<file path="src/rtl/pbws_pkg.sv">
// Package of constants and types for the power button wake sequencer
package pbws_pkg;

    // ----------------------------------------
    // Timing
    // ----------------------------------------
    localparam int unsigned CLK_HZ        = 40_000_000;
    localparam int unsigned SHORT_SEC     = 4;
    localparam int unsigned LONG_SEC      = 6;
    localparam int unsigned DEBOUNCE_US   = 10_000;
    localparam int unsigned SHORT_CYC     = SHORT_SEC * CLK_HZ;
    localparam int unsigned LONG_CYC      = LONG_SEC * CLK_HZ;
    localparam int unsigned DEBOUNCE_CYC  = DEBOUNCE_US * (CLK_HZ / 1_000_000);
    localparam int unsigned CNT_W         = 32;

    // ----------------------------------------
    // Types
    // ----------------------------------------
    typedef enum logic [1:0] {
        PBWS_S0,
        PBWS_S3,
        PBWS_S4,
        PBWS_S5
    } pbws_state_t;

    typedef struct packed {
        logic rtc;
        logic lan;
        logic usb;
        logic pcie;
        logic cir;
        logic radio;
    } pbws_wake_t;

    typedef struct packed {
        logic sleep_to_s4;  // OS choice for short press in S0: S4 else S3
        logic sleep_to_s5;  // OS choice: soft-off instead of sleep
        logic deep_sleep;   // Deep S4/S5 variant active
        logic usb_s45_en;   // Firmware enable for USB wake from S4/S5
        logic fast_startup; // OS fast startup active
    } pbws_cfg_t;

endpackage

</file>
<file path="src/rtl/pbws_top.sv">
// Power state sequencer: switch timing and wake source qualification
module pbws_top #(
    parameter int unsigned SHORT_CYC    = pbws_pkg::SHORT_CYC,
    parameter int unsigned LONG_CYC     = pbws_pkg::LONG_CYC,
    parameter int unsigned DEBOUNCE_CYC = pbws_pkg::DEBOUNCE_CYC
) (
    // Clock and reset
    input  wire logic                clk,
    input  wire logic                sys_rst,
    // Asynchronous board inputs
    input  wire logic                pwr_sw_n,
    input  wire logic                mains_ok,
    input  wire pbws_pkg::pbws_wake_t wake_in,
    // Settings from firmware and operating system
    input  wire pbws_pkg::pbws_cfg_t cfg,
    // OS-directed sleep entry (same clock)
    input  wire logic                os_sleep_req,
    input  wire pbws_pkg::pbws_state_t os_sleep_state,
    // Status
    output pbws_pkg::pbws_state_t    power_state,
    output logic                     display_asleep,
    output logic                     sleep_request,
    output logic                     force_off,
    output logic                     usb_g3_lock
);

    // ----------------------------------------
    // Input synchronisers
    // ----------------------------------------
    localparam int unsigned SYW = 8;
    logic [SYW-1:0] sync1;
    logic [SYW-1:0] sync2;
    always_ff @(posedge clk) begin
        if (sys_rst) begin
            sync1 <= '0;
            sync2 <= '0;
        end else begin
            sync1 <= {~pwr_sw_n, mains_ok, wake_in};
            sync2 <= sync1;
        end
    end
    logic sw_raw;
    logic mains_s;
    pbws_pkg::pbws_wake_t wk;
    // Same field order as the capture above, so no bit position is repeated here
    assign {sw_raw, mains_s, wk} = sync2;

    // ----------------------------------------
    // Debounce and hold timer
    // ----------------------------------------
    logic                      sw_db;
    logic [pbws_pkg::CNT_W-1:0] db_cnt;
    logic [pbws_pkg::CNT_W-1:0] hold_cnt;
    logic                      long_done;
    logic                      next_sw_db;
    logic [pbws_pkg::CNT_W-1:0] next_db_cnt;
    logic [pbws_pkg::CNT_W-1:0] next_hold_cnt;
    logic                      next_long_done;
    logic                      short_evt;
    logic                      long_evt;

    always_comb begin
        next_sw_db     = sw_db;
        next_db_cnt    = '0;
        next_hold_cnt  = hold_cnt;
        next_long_done = long_done;
        short_evt      = 1'b0;
        long_evt       = 1'b0;
        // Level must stay changed for the whole window before it is believed
        if (sw_raw != sw_db) begin
            next_db_cnt = db_cnt + 1'b1;
            if (db_cnt >= DEBOUNCE_CYC - 1) begin
                next_sw_db  = sw_raw;
                next_db_cnt = '0;
            end
        end
        if (sw_db) begin
            if (!long_done) begin
                next_hold_cnt = hold_cnt + 1'b1;
                if (hold_cnt >= LONG_CYC - 1) begin
                    long_evt       = 1'b1;
                    next_long_done = 1'b1;
                end
            end
            if (!next_sw_db) begin
                // Released: between the limits nothing happens
                short_evt      = !long_done && (hold_cnt < SHORT_CYC);
                next_hold_cnt  = '0;
                next_long_done = 1'b0;
            end
        end
    end

    always_ff @(posedge clk) begin
        if (sys_rst) begin
            sw_db     <= 1'b0;
            db_cnt    <= '0;
            hold_cnt  <= '0;
            long_done <= 1'b0;
        end else begin
            sw_db     <= next_sw_db;
            db_cnt    <= next_db_cnt;
            hold_cnt  <= next_hold_cnt;
            long_done <= next_long_done;
        end
    end

    // ----------------------------------------
    // Wake qualification
    // ----------------------------------------
    logic in_sleep;
    logic s45;
    logic deep45;
    logic fs_blk;
    logic wk_rtc;
    logic wk_pcie;
    logic wk_lan;
    logic wk_usb;
    logic wk_cir;
    logic wake_ok;
    assign in_sleep = power_state != pbws_pkg::PBWS_S0;
    assign s45      = power_state == pbws_pkg::PBWS_S4 || power_state == pbws_pkg::PBWS_S5;
    assign deep45   = s45 && cfg.deep_sleep;
    assign fs_blk   = cfg.fast_startup && power_state == pbws_pkg::PBWS_S5;
    assign wk_rtc   = wk.rtc;
    assign wk_pcie  = wk.pcie && power_state != pbws_pkg::PBWS_S5;
    assign wk_lan   = wk.lan && !fs_blk;
    assign wk_usb   = wk.usb && !fs_blk && !deep45
                      && (!s45 || (cfg.usb_s45_en && !usb_g3_lock));
    assign wk_cir   = wk.cir && !fs_blk && !deep45;
    // Radio wake is left out of the sum on purpose
    assign wake_ok  = in_sleep && mains_s
                      && (wk_rtc || wk_pcie || wk_lan || wk_usb || wk_cir);

    // ----------------------------------------
    // Power state machine
    // ----------------------------------------
    pbws_pkg::pbws_state_t next_power_state;
    logic                  next_display_asleep;
    logic                  next_sleep_request;
    logic                  next_force_off;
    logic                  next_usb_g3_lock;

    always_comb begin
        next_power_state    = power_state;
        next_display_asleep = display_asleep;
        next_sleep_request  = 1'b0;
        next_force_off      = 1'b0;
        next_usb_g3_lock    = usb_g3_lock;
        if (!mains_s) begin
            // Losing mains lands in soft-off; USB wake from S4/S5 stays lost until S5 is next left for S0
            next_power_state = pbws_pkg::PBWS_S5;
            next_usb_g3_lock = 1'b1;
        end else if (long_evt) begin
            next_power_state    = pbws_pkg::PBWS_S5;
            next_force_off      = 1'b1;
            next_display_asleep = 1'b0;
        end else begin
            unique case (power_state)
                pbws_pkg::PBWS_S0: begin
                    if (short_evt) begin
                        next_sleep_request = 1'b1;
                        if (cfg.sleep_to_s5) begin
                            next_power_state = pbws_pkg::PBWS_S5;
                        end else if (cfg.sleep_to_s4) begin
                            next_power_state = pbws_pkg::PBWS_S4;
                        end else begin
                            next_power_state = pbws_pkg::PBWS_S3;
                        end
                    end else if (os_sleep_req && os_sleep_state != pbws_pkg::PBWS_S0) begin
                        next_power_state = os_sleep_state;
                    end
                end
                pbws_pkg::PBWS_S3, pbws_pkg::PBWS_S4, pbws_pkg::PBWS_S5: begin
                    if (short_evt) begin
                        next_power_state    = pbws_pkg::PBWS_S0;
                        next_display_asleep = 1'b0;
                    end else if (wake_ok) begin
                        next_power_state    = pbws_pkg::PBWS_S0;
                        // Only switch and infrared wake the monitor too
                        next_display_asleep = !wk_cir;
                    end
                    if (power_state == pbws_pkg::PBWS_S5 && next_power_state == pbws_pkg::PBWS_S0) begin
                        next_usb_g3_lock = 1'b0;
                    end
                end
            endcase
        end
    end

    always_ff @(posedge clk) begin
        if (sys_rst) begin
            power_state    <= pbws_pkg::PBWS_S5;
            display_asleep <= 1'b0;
            sleep_request  <= 1'b0;
            force_off      <= 1'b0;
            usb_g3_lock    <= 1'b1;
        end else begin
            power_state    <= next_power_state;
            display_asleep <= next_display_asleep;
            sleep_request  <= next_sleep_request;
            force_off      <= next_force_off;
            usb_g3_lock    <= next_usb_g3_lock;
        end
    end

    // ----------------------------------------
    // Checks
    // ----------------------------------------
    a_long_forces_off: assert property (@(posedge clk) disable iff (sys_rst)
        long_evt && mains_s |=> power_state == pbws_pkg::PBWS_S5 && force_off)
        else $error("long press did not force soft-off");
    a_short_wakes: assert property (@(posedge clk) disable iff (sys_rst)
        short_evt && mains_s && !long_evt && in_sleep |=> power_state == pbws_pkg::PBWS_S0)
        else $error("short press did not wake");
    a_short_sleeps: assert property (@(posedge clk) disable iff (sys_rst)
        short_evt && mains_s && power_state == pbws_pkg::PBWS_S0 |=> sleep_request && in_sleep)
        else $error("short press did not request sleep");
    a_no_mains_wake: assert property (@(posedge clk) disable iff (sys_rst)
        !mains_s |=> power_state == pbws_pkg::PBWS_S5)
        else $error("woke without mains");
    a_pcie_not_s5: assert property (@(posedge clk) disable iff (sys_rst)
        power_state == pbws_pkg::PBWS_S5 && !short_evt && !wk_rtc && !wk_lan && !wk_usb
        && !wk_cir |=> power_state != pbws_pkg::PBWS_S0)
        else $error("PCIe wake left S5");
    a_rtc_dark: assert property (@(posedge clk) disable iff (sys_rst)
        mains_s && !long_evt && !short_evt && in_sleep && wk_rtc && !wk_cir
        |=> display_asleep && power_state == pbws_pkg::PBWS_S0)
        else $error("RTC wake lit display");
    a_usb_gate: assert property (@(posedge clk) disable iff (sys_rst)
        s45 && (usb_g3_lock || !cfg.usb_s45_en || cfg.deep_sleep) |-> !wk_usb)
        else $error("USB wake passed gate");
    a_fast_block: assert property (@(posedge clk) disable iff (sys_rst)
        fs_blk |-> !wk_lan && !wk_usb && !wk_cir)
        else $error("fast startup did not block");

endmodule // pbws_top
</file>
<file path="config.mk">
export PLATFORM = sky130hd
export DESIGN_NAME = pbws_top
export DESIGN_NICKNAME = d
export VERILOG_FILES = /design/src/rtl/pbws_pkg.sv /design/src/rtl/pbws_top.sv
export SDC_FILE = /design/constraint.sdc
export NUM_CORES = 1
export LEC_CHECK = 0
export BUFFER_PORTS_ARGS = -buffer_cell sky130_fd_sc_hd__buf_2
export CORE_UTILIZATION = 60
export DETAILED_ROUTE_END_ITERATION = 6
export GPL_TIMING_DRIVEN = 0
export PLACE_DENSITY = 0.79
export SLEW_MARGIN = 15
export SYNTH_ARGS = -nofsm -noshare
export SYNTH_HDL_FRONTEND = slang
export SYNTH_SLANG_ARGS = --single-unit
</file>
<file path="constraint.sdc">
create_clock -name clk -period 2.83 [get_ports clk]
set_clock_uncertainty 0.2 [all_clocks]
set_input_delay 0.283 -clock clk [delete_from_list [all_inputs] [get_ports clk]]
set_output_delay 0.283 -clock clk [all_outputs]
set_load 0.01 [all_outputs]
</file>
# Yosys cells after proc, flatten, opt, wreduce, memory -nomap -nowiden

Cells that the tools add are included.

Flip-flop bits (word level): 88
Latch bits: 0
RAM bits: 0
Bits in read-only memories: 0
Bits of input ports: 18
Output and inout bits: 6
Word-level logic and storage cells: 96
Memories: 0

Add/subtract/negate cells: 2
Multiply operators: 0
Div/mod/pow operators: 0
Order comparisons: 3
Eq/ne operators: 7
Shift operators: 0
Multiplexer cells: 27
Bitwise operators: 5
Reductions and logical operators: 41

Operators with widths:

| cell                  | number |
|---|---|
| $add 32x1->32 const B | 2 |
| $mux 32               | 2 |
| $ge 32x19->1 const B  | 1 |
| $ge 32x28->1 const B  | 1 |
| $lt 32x28->1 const B  | 1 |
| $mux 2                | 9 |
| $logic_and 1x1->1     | 15 |
| $mux 1                | 15 |
| $reduce_or 3->1       | 3 |
| $logic_not 1->1       | 6 |
| $logic_or 1x1->1      | 6 |
| $reduce_and 3->1      | 2 |
| $reduce_bool 2->1     | 3 |
| $not 1->1             | 5 |
| $eq 2x2->1 const B    | 2 |
| $logic_not 2->1       | 2 |
| $ne 2x2->1 const B    | 2 |
| $pmux 2 s2            | 1 |
| $reduce_or 4->1       | 1 |
| $ne 3x3->1 const B    | 1 |
| $reduce_bool 3->1     | 1 |
| $eq 2x1->1 const B    | 1 |
| $reduce_and 2->1      | 1 |
| $reduce_or 2->1       | 1 |
| $ne 1x1->1            | 1 |

# Logic depth before layout (Yosys ltp)

Gate-level depths: netlist of the first run.

Depth in word-level cells: 17
Depth in mapped cells: 9
Mapped depth without buffers: 7

# Worst setup path after synthesis of the first run

Ideal clock, no wire load.

Path type: register -> register
Start point: register db_cnt[0] in the netlist's numbering
End point: register hold_cnt[26] in the netlist's numbering
Library setup time: 0.132 ns
Data arrival time: 1.896 ns
Data required time: 2.498 ns
Path slack: 0.602 ns
Stages on the path, launching flop included: 10
Path buffers: 2
Clock period less this slack: 2.228 ns
Cell sequence: dfxtp_1 -> ha_1 -> nand3_1 -> o21ai_0 -> a221o_1 -> a21oi_4 -> buf_4 -> buf_4 -> o31ai_1 -> a21oi_1

Word-level cells in the longest chain between the ends: 5
Elaborated cells on any way between the ends: 6
Those cells by class: order compare (1); eq/ne (1); mux (3); reduce/logical (1)

Ends and longest elaborated chain:

| element                    | RTL line        | source |
|---|---|---|
| start, declared            | pbws_top.sv:52  | `logic [pbws_pkg::CNT_W-1:0] db_cnt;` |
| start signal, assigned     | pbws_top.sv:102 | `db_cnt <= next_db_cnt;` |
| $ge 32x19->1 *             | pbws_top.sv:72  | `if (db_cnt >= DEBOUNCE_CYC - 1) begin` |
| $mux 1 *                   | pbws_top.sv:72  |  |
| $mux 1 *                   | pbws_top.sv:70  | `if (sw_raw != sw_db) begin` |
| $ne 2x2->1 (no line)       | n/a             |  |
| $reduce_and 2->1 (no line) | n/a             |  |
| end signal, assigned       | pbws_top.sv:103 | `hold_cnt <= next_hold_cnt;` |
| end, declared              | pbws_top.sv:53  | `logic [pbws_pkg::CNT_W-1:0] hold_cnt;` |

Mark *: on every way between the ends. The rest lies on a longest branch, timed or not.
A chain may end at the register's enable or synchronous reset.

# Final worst setup path of the first run

Start point: register db_cnt[0] in the netlist's numbering
End point: register hold_cnt[30] in the netlist's numbering

The elaborated chain is that of the path after synthesis.

==> impl_metrics.yaml, run 1 <==
run_status:
  status: "finished, final reports clean"
floorplan:
  initial_core_util_pct: 62.4
  io_pins: 24
  core-area_um2: 5920
  fp.dieArea_um2: 6480
  die_x_um: 80.5
  die_y_um: 80.5
  fp-row-count: 28
routing:
  num_vias: 3107
  ant_nets: 0
  drt_iter0_markers: 143
  post_drt_wl_per_cell_um: 13.5
  drc: 0
  firstDrtPassIters: 4
  viasPerCell: 5.65
  wirelength_um: 7450
hold_path:
  min_from: "cfg[4]"
  hp-class: "primary input to flip-flop"
  worstHoldPathCells: 3
  worstHoldEndpoint: "power_state[1]"
logic_synthesis:
  yosysTopAreaCell: "dfxtp_1"
  async_reset_ff_share_pct: 0
  synth-edff-count: 0
  ys_seq_area_share_pct: 46.6
  ys_types: 54
  synth_top_area_share_pct: 46.6
  postSynthAreaPerCell_um2: 8.84
  yosys_warnings: 0
  synth_flop_cell: "dfxtp_1"
  netlist_area_um2: 3700
  synthTopCellsByArea: "dfxtp_1 47%, a21oi_1 4.2%, nor2_1 4.2%, xnor2_1 3.3%, nand3_1 3.2%"
  synthCells: 418
  synth-seq-cells: 86
global_routing:
  grt_first_pass_wirelength_um: 12900
  grt_overflow: 0
  grt_max_degree: 15
  groute.usage.overall_pct: 25.8
  grt_pass1_vias: 2932
  antenna_found_initial: 0
setup_path:
  crit_chain: "ha_1 -> nand3_1 -> o21ai_0 -> a221o_2 -> a21oi_4 -> buf_4 -> buf_4 -> o31ai_1 -> a21oi_1"
  r2r_slack_ps: 270
  rr_worst_depth: 9
  cpMostUsedCell: "buf_4"
  critical_path_required_ps: 2860
  path_class: "flip-flop to flip-flop"
  cp_slowest_cell: "dfxtp_1"
  start_kind: "flip-flop"
  cp_max_fo: 10
  critPathArrivalTime_ps: 2590
  worstSetupEndpointType: "flip-flop"
  reg2reg_to: "hold_cnt[30]"
  r2r-start: "db_cnt[0]"
  cpPeakStageDelay_ps: 390
  crit_buf_inv: 2
  path_delay_family: "compound AO/OA/AOI/OAI gates"
cts:
  cts_buffers: 9
  clk_pin_slew_ps: 90
  clock-sinks: 86
  clockBufferDepth: 2
  clockRootBuffer: "clkbuf_8"
  post-cts-setup-buffers: 0
  cts-htree-levels: 3
  clk_latency_ps: 350
  cts_tree: "built"
finish:
  layout.nets: 490
  nFillCells: 482
  regArea_um2: 1720
  area_delta_synth_final_pct: 13.8
  n_antenna_cell: 0
  final_core_util_pct: 71.0
  multi_input_area_um2: 1920
  instances_no_fill: 550
  drive_above_1_share_pct: 10.5
job:
  drv_cap: 0
timing:
  maxSlewViolCount: 0
  post-route-period-util_pct: 90.5
  worst_pin_slew_ps: 525
  hold_violations: 0
  relSlewSlack_pct: 64.1
  fin_setup_tns_ps: 0
  fmax_mhz: 390
  report.final.setup_viol: 0
  fin_ws_ps: 268
  rsz0062_at_grt: "false"
  period_minus_slack_ps: 2560
power_and_ir_drop:
  p_leak_nw: 1.45
  p_per_area_nw_per_um2: 511
  total_power_mw: 2.15
  ir_drop_v: 0.000356
placed_design:
  pre_cts_slack_ps: 164
  dpl.hpwl_um: 5180
  place_inst: 527
  gp_congestion: 0.832
  io_buffers: 22
[cell type report]
| cell class | count | share of cell area (%) |
|---|---|---|
| multi-input combinational | 322 | 45.7 |
| inverter | 9 | 0.803 |
| clock inverter | 5 | 1.40 |
| tap | 75 | 2.23 |
| buffer | 13 | 1.55 |
| clock buffer | 11 | 3.12 |
| timing repair buffer | 29 | 4.28 |
| sequential | 86 | 40.9 |
[repair_timing]
action                                  in CTS  in global routing
gates resized for setup                      0                  1
endpoints found under the setup margin       0                  2
endpoints found under the hold margin        7                  0
hold buffers                                 7                  0
[cell families after synthesis]
family,count (synthesis),share of synthesized area (%)
AND/OR/NAND/NOR,189,27.7
AO/OA/AOI/OAI,93,16.3
flip-flops,86,46.6
XOR/XNOR,24,5.69
buffers and inverters,22,2.67
adder cells (fa/ha/maj),2,0.677
other,1,0.101
multiplexers,1,0.271
[synthesized netlist by cell type, types with 3 or more instances]
library cell,number
or3_1,17
a2111oi_0,4
clkbuf_1,8
and4_1,3
a211o_1,3
or4_1,10
nand3_1,24
nand4_1,9
nor2b_1,18
inv_1,9
and2_1,5
nand2b_1,6
o31ai_1,5
xor2_1,10
nor4_1,4
nor3_1,4
nor2_1,41
a21oi_1,31
xnor2_1,14
o21ai_0,21
o211ai_1,7
nand2_1,30
dfxtp_1,86
and3_1,9
a31oi_1,3
[registers in the layout (all words and copies together) (netlist names)]
signal and count:
db_cnt 32, display_asleep 1, force_off 1, hold_cnt 32
long_done 1, power_state 2, sleep_request 1, sw_db 1
sync1 7, sync2 7, usb_g3_lock 1
[cell usage in the layout (no fill, tap or decap), drive strengths merged, types with 3 or more instances in the layout]
master        n
nor2         41
inv          10
and3          9
or3          17
or4          10
a21oi        32
nand2        30
dfxtp        86
buf          27
nor4          6
dlygate4sd3   7
and4          3
nor2b        18
o211ai        7
conb         13
nand4         9
o31ai         5
nand2b        6
nor3          6
a221oi        3
and2          5
a31oi         3
nand3        24
o21ai        22
xor2         10
xnor2        14
a211o         3
clkbuf       19
a2111oi       4
[routing by layer]
layer	part of all wire, %	vias up	GRT usage [%]
li1	-	1601	-
met1	47	1431	31.2
met2	47	64	44.6
met3	4.2	11	4.43
met4	1.7	0	11.1
met5	0	-	0
[how the worst max path moves through the flow]
stage / start / endpoint / slack [ps] / cells past startpoint
floorplan: db_cnt[0] / hold_cnt[26] / 600 / 9
global placement: db_cnt[0] / hold_cnt[26] / 230 / 9
detailed placement: db_cnt[0] / hold_cnt[30] / 160 / 9
CTS: db_cnt[0] / hold_cnt[30] / 140 / 9
global route: db_cnt[0] / hold_cnt[26] / 90 / 9
finish: db_cnt[0] / hold_cnt[30] / 270 / 9
[stage by stage]
step                area (µm²)  hold slack (ps)
CTS                       4210             3.90
finish                    4210             11.0
global route              4210             34.8
detailed placement        3950              228
global placement          3950              220
floorplan                 3740              150
[power breakdown]
group          internal (mW)  total (mW)  switching (mW)
registers               1.23        1.24         0.00818
logic                 0.0310      0.0690          0.0379
clock network          0.410       0.843           0.433
[worst min-delay path, cell delays in order]
cell	delay [ps]
buf_2	90
o211ai_1	70
o211ai_1	80
(Power assumes the default switching activity.)
==> run 2, diff against run 1 <==
Settings changed: CTS_BUF_LIST set to sky130_fd_sc_hd__clkbuf_8, PLACE_DENSITY 0.79 to 0.78.
==> impl_metrics.yaml, run 2 (synthesis gave the netlist of run 1 again) <==
run_status:
  status: "finished, final reports clean"
routing:
  wirelength_um: 7760
  firstDrtPassIters: 4
  post_drt_wl_per_cell_um: 14.1
  drt_iter0_markers: 210
  ant_nets: 0
  drc: 0
  viasPerCell: 5.79
  num_vias: 3181
global_routing:
  grt_max_degree: 14
  grt_overflow: 0
  grt_first_pass_wirelength_um: 13200
  groute.usage.overall_pct: 26.7
  grt_pass1_vias: 2972
  antenna_found_initial: 0
setup_path:
  critPathArrivalTime_ps: 2550
  cp_max_fo: 10
  cpMostUsedCell: "buf_4"
  start_kind: "flip-flop"
  crit_chain: "ha_1 -> nand3_1 -> o21ai_0 -> a221o_2 -> a21oi_4 -> buf_4 -> buf_4 -> o31ai_1 -> a21oi_1"
  cpPeakStageDelay_ps: 380
  path_delay_family: "compound AO/OA/AOI/OAI gates"
  path_class: "flip-flop to flip-flop"
  worstSetupEndpointType: "flip-flop"
  cp_slowest_cell: "dfxtp_1"
  crit_buf_inv: 2
  critical_path_required_ps: 2840
placed_design:
  place_inst: 527
  gp_congestion: 0.846
  io_buffers: 22
  pre_cts_slack_ps: 155
  dpl.hpwl_um: 5290
finish:
  layout_commonest_cell: "dfxtp_1"
  drive_above_1_share_pct: 10.5
  layout.nets: 490
  area_delta_synth_final_pct: 13.8
  nFillCells: 462
  final_cell_mix: "86 x dfxtp_1, 41 x nor2_1, 31 x a21oi_1"
  n_antenna_cell: 0
  largest_registers: "db_cnt: 32 flops, hold_cnt: 32 flops"
  instances_no_fill: 549
cts:
  clockRootBuffer: "clkbuf_8"
  post-cts-setup-buffers: 0
  cts_buffers: 9
  cts_tree: "built"
  clock-sinks: 86
  clk_latency_ps: 350
  cts-htree-levels: 3
  clk_pin_slew_ps: 80
  clockBufferDepth: 2
timing:
  maxSlewViolCount: 0
  rsz0062_at_grt: "false"
  report.final.setup_viol: 0
  post-route-period-util_pct: 89.9
  period_minus_slack_ps: 2540
  hold_violations: 0
  fin_ws_ps: 286
  fin_setup_tns_ps: 0
  relSlewSlack_pct: 61.1
  fmax_mhz: 393
  worst_pin_slew_ps: 583
  timing.hold.ws_ps: 39.2
power_and_ir_drop:
  p_leak_nw: 1.46
  ir_drop_v: 0.000316
  total_power_mw: 2.13
  p_per_area_nw_per_um2: 507
floorplan:
  io_pins: 24
  initial_core_util_pct: 62.4
  core-area_um2: 5920
  fp.dieArea_um2: 6480
  die_x_um: 80.5
  die_y_um: 80.5
  fp-row-count: 28
hold_path:
  hp-class: "primary input to flip-flop"
job:
  drv_cap: 0
## run 2: path summary, 6_finish.rpt
path              startpoint              to  slack [ps]  cells after the start
setup / recovery   db_cnt[0]    hold_cnt[26]         290                      9
hold / removal        cfg[4]  power_state[1]          40                      3
setup reg to reg   db_cnt[0]    hold_cnt[26]         290                      9
hold reg to reg     sync1[5]        sync2[5]         240                      1
## run 2: stage by stage
stage	utilization (%)	area, µm²
after floorplan	-	3740
after global placement	66.6	3950
after detailed placement	66.6	3950
after CTS	71.0	4200
after global routing	71.0	4210
final	71.0	4210
## run 2: area by class of cell
cell class | instances | area [µm²] | share of cell area, %
Clock inverter | 5 | 51.3 | 1.22
Inverter | 9 | 33.8 | 0.803
Clock buffer | 10 | 138 | 3.27
Buffer | 13 | 65.1 | 1.55
Tap cell | 75 | 93.8 | 2.23
Multi-Input combinational cell | 322 | 1920 | 45.7
Sequential cell | 86 | 1720 | 40.9
Timing Repair Buffer | 29 | 180 | 4.28
## run 2: repair_timing
action	4_1_cts	5_1_grt
resized for setup	0	1
setup endpoints to repair	0	1
hold buffers	7	0
hold endpoints to repair	7	0
## run 2: where the power goes
part,internal (mW),switching (mW)
Clock,0.421,0.403
Sequential,1.23,0.00814
Combinational,0.0311,0.0399
Total,1.68,0.451
## run 2: worst min-delay path, cell delays in order
cell and delay (ps):
buf_2 100, o211ai_1 80, o211ai_1 90
## run 2: routing by layer
layer	track usage (%)	share of wire, %
met3	7.16	3.8
met4	9.64	2.1
met5	0	0
met1	31.6	45
met2	45.8	49
==> run 3, diff against run 2 <==
Settings changed: ABC_AREA set to 1, SLEW_MARGIN 15 to unset.
==> impl_metrics.yaml, run 3 <==
hold_path:
  min_from: "cfg[4]"
  worstHoldEndpoint: "power_state[1]"
  worstHoldPathCells: 5
  hp-class: "primary input to flip-flop"
floorplan:
  io_pins: 24
  initial_core_util_pct: 63.4
  fp-row-count: 29
  die_y_um: 84.6
  die_x_um: 84.6
  fp.dieArea_um2: 7160
  core-area_um2: 6460
logic_synthesis:
  synth_common_cells: "149 x nand2_1, 102 x nor2_1, 86 x dfxtp_1, 72 x inv_1, 38 x a21oi_1"
  ys_seq_area_share_pct: 42.1
  synth-seq-cells: 86
  yosysTopAreaCell: "dfxtp_1"
  synthTopCellsByArea: "dfxtp_1 42%, nand2_1 14%, nor2_1 9.4%, inv_1 6.6%, a21oi_1 4.6%"
  synth_top_area_share_pct: 42.1
  async_reset_ff_share_pct: 0
  synth-edff-count: 0
  ys_types: 37
  netlist_area_um2: 4090
  yosys_warnings: 0
  synthCells: 604
  postSynthAreaPerCell_um2: 6.78
  synth.most_common_cell: "nand2_1"
  synth_flop_cell: "dfxtp_1"
global_routing:
  busiest_layer: "met2"
  grtUsageMet1_pct: 34.1
  grtUsageMet3_pct: 5.70
  groute.usage.overall_pct: 28.4
  grt_overflow: 0
  met2_usage_pct: 49.7
  grt_pass1_vias: 3619
  grt_first_pass_wirelength_um: 16100
  grt_max_degree: 16
  antenna_found_initial: 0
routing:
  ant_nets: 0
  num_vias: 3922
  firstDrtPassIters: 7
  drc: 3
  drt_iter0_markers: 169
  wirelength_um: 9470
  post_drt_wl_per_cell_um: 12.9
  viasPerCell: 5.32
cts:
  cts_tree: "built"
  clk_latency_ps: 360
  clock-sinks: 86
  post-cts-setup-buffers: 0
  cts_buffers: 9
  clk_pin_slew_ps: 90
  clockBufferDepth: 2
  clockRootBuffer: "clkbuf_8"
  cts-htree-levels: 3
setup_path:
  path_delay_family: "simple AND/OR/NAND/NOR gates"
  cpPeakStageDelay_ps: 490
  worstSetupEndpointType: "flip-flop"
  r2r-start: "hold_cnt[0]"
  cp_max_fo: 6
  path_class: "flip-flop to flip-flop"
  reg2reg_to: "display_asleep"
  critPathArrivalTime_ps: 2650
  crit_buf_inv: 1
  rr_worst_depth: 15
  critical_path_required_ps: 2920
  cpMostUsedCell: "nand2_1"
  cp_slowest_cell: "dfxtp_1"
  start_kind: "flip-flop"
  crit_chain: "ha_1 -> inv_1 -> nor2_1 -> nand3b_1 -> nand2_1 -> nand2_1 -> nand2_1 -> nand2_1 -> nand2_1 -> nand2_1 -> nand3_1 -> nand3_1 -> nand2_1 -> nand2_1 -> nor2_1"
  r2r_slack_ps: 270
finish:
  regArea_um2: 1720
  largest_registers: "db_cnt: 32 flops, hold_cnt: 32 flops"
  drive_above_1_share_pct: 8.64
  final_cell_mix: "149 x nand2_1, 102 x nor2_1, 86 x dfxtp_1"
  instances_no_fill: 737
  area_delta_synth_final_pct: 13.1
  layout_commonest_cell: "nand2_1"
  layout.nets: 675
  nFillCells: 561
  multi_input_area_um2: 2070
  n_antenna_cell: 0
power_and_ir_drop:
  total_power_mw: 2.28
  ir_drop_v: 0.000263
  p_leak_nw: 1.78
  p_per_area_nw_per_um2: 493
placed_design:
  io_buffers: 21
  dpl.hpwl_um: 6850
  gp_congestion: 1.04
  place_inst: 714
timing:
  relSlewSlack_pct: 60.0
  timing.hold.ws_ps: 63.8
  post-route-period-util_pct: 90.4
  report.final.setup_viol: 0
  maxSlewViolCount: 0
  fin_setup_tns_ps: 0
  hold_violations: 0
  worst_pin_slew_ps: 601
  fmax_mhz: 391
  rsz0062_at_grt: "false"
  period_minus_slack_ps: 2560
run_status:
  status: "complete, but fails checks"
  violations: "DRC"
job:
  drv_cap: 0
run 3: through the flow:
step           utilization (%)  instance area (µm²)  worst slack (ps)
2_1_floorplan                -                 4140               844
3_3_place_gp              67.2                 4340               459
3_5_place_dp              67.2                 4340               407
4_1_cts                   71.7                 4630               367
5_1_grt                   71.7                 4630              10.2
6_report                  71.7                 4630               272
run 3: report_power, final:
group	leakage, nW	switching, mW	internal (mW)
combinational	0.967	0.0571	0.0334
sequential	0.701	0.00736	1.23
clock	0.117	0.454	0.503
run 3: layer usage:
metal  part of all wire, %  routed length, µm  vias to the layer above
met4                   3.0                282                        0
met1                    43               4060                     1738
li1                      -                  -                     2016
met3                   5.9                561                       27
met2                    48               4570                      141
met5                     0                  0                        -
run 3: logic make-up (layout without fill, tap and decap cells):
family / Yosys count / after routing / share of synthesized area [%]
buf+inv: 86 / 130 / 8.44
simple gates: 350 / 350 / 37.1
xor+xnor: 17 / 17 / 3.64
flops: 86 / 86 / 42.1
compound gates: 62 / 62 / 8.07
other cells: 1 / 13 / 0.0916
fa+ha+maj: 2 / 2 / 0.611
run 3: worst max-delay path by stage:
| stage | from | to | slack, ps | cells past startpoint |
|---|---|---|---|---|
| after floorplan | db_cnt[0] | hold_cnt[16] | 840 | 16 |
| after global placement | hold_cnt[0] | display_asleep | 460 | 14 |
| after detailed placement | hold_cnt[0] | display_asleep | 410 | 15 |
| after CTS | hold_cnt[0] | display_asleep | 370 | 15 |
| after global routing | hold_cnt[0] | display_asleep | 10 | 15 |
| final | hold_cnt[0] | display_asleep | 270 | 15 |
run 3: cell type report:
type	instances	share of cell area [%]
Tap cell	77	2.08
Buffer	11	1.38
Inverter	75	6.08
Multi-Input combinational cell	444	44.7
Clock buffer	9	2.67
Timing Repair Buffer	28	3.78
Sequential cell	86	37.2
Clock inverter	7	2.11
run 3: what timing repair did:
item,CTS,global route
gates resized for setup,0,0
endpoints found under the hold margin,7,0
hold buffers,7,0
run 3: worst min-delay path, stage by stage:
cell and delay [ps]:
buf_2 80, o21ai_0 70, nand3_1 70, nand2_1 40
nand2_1 40
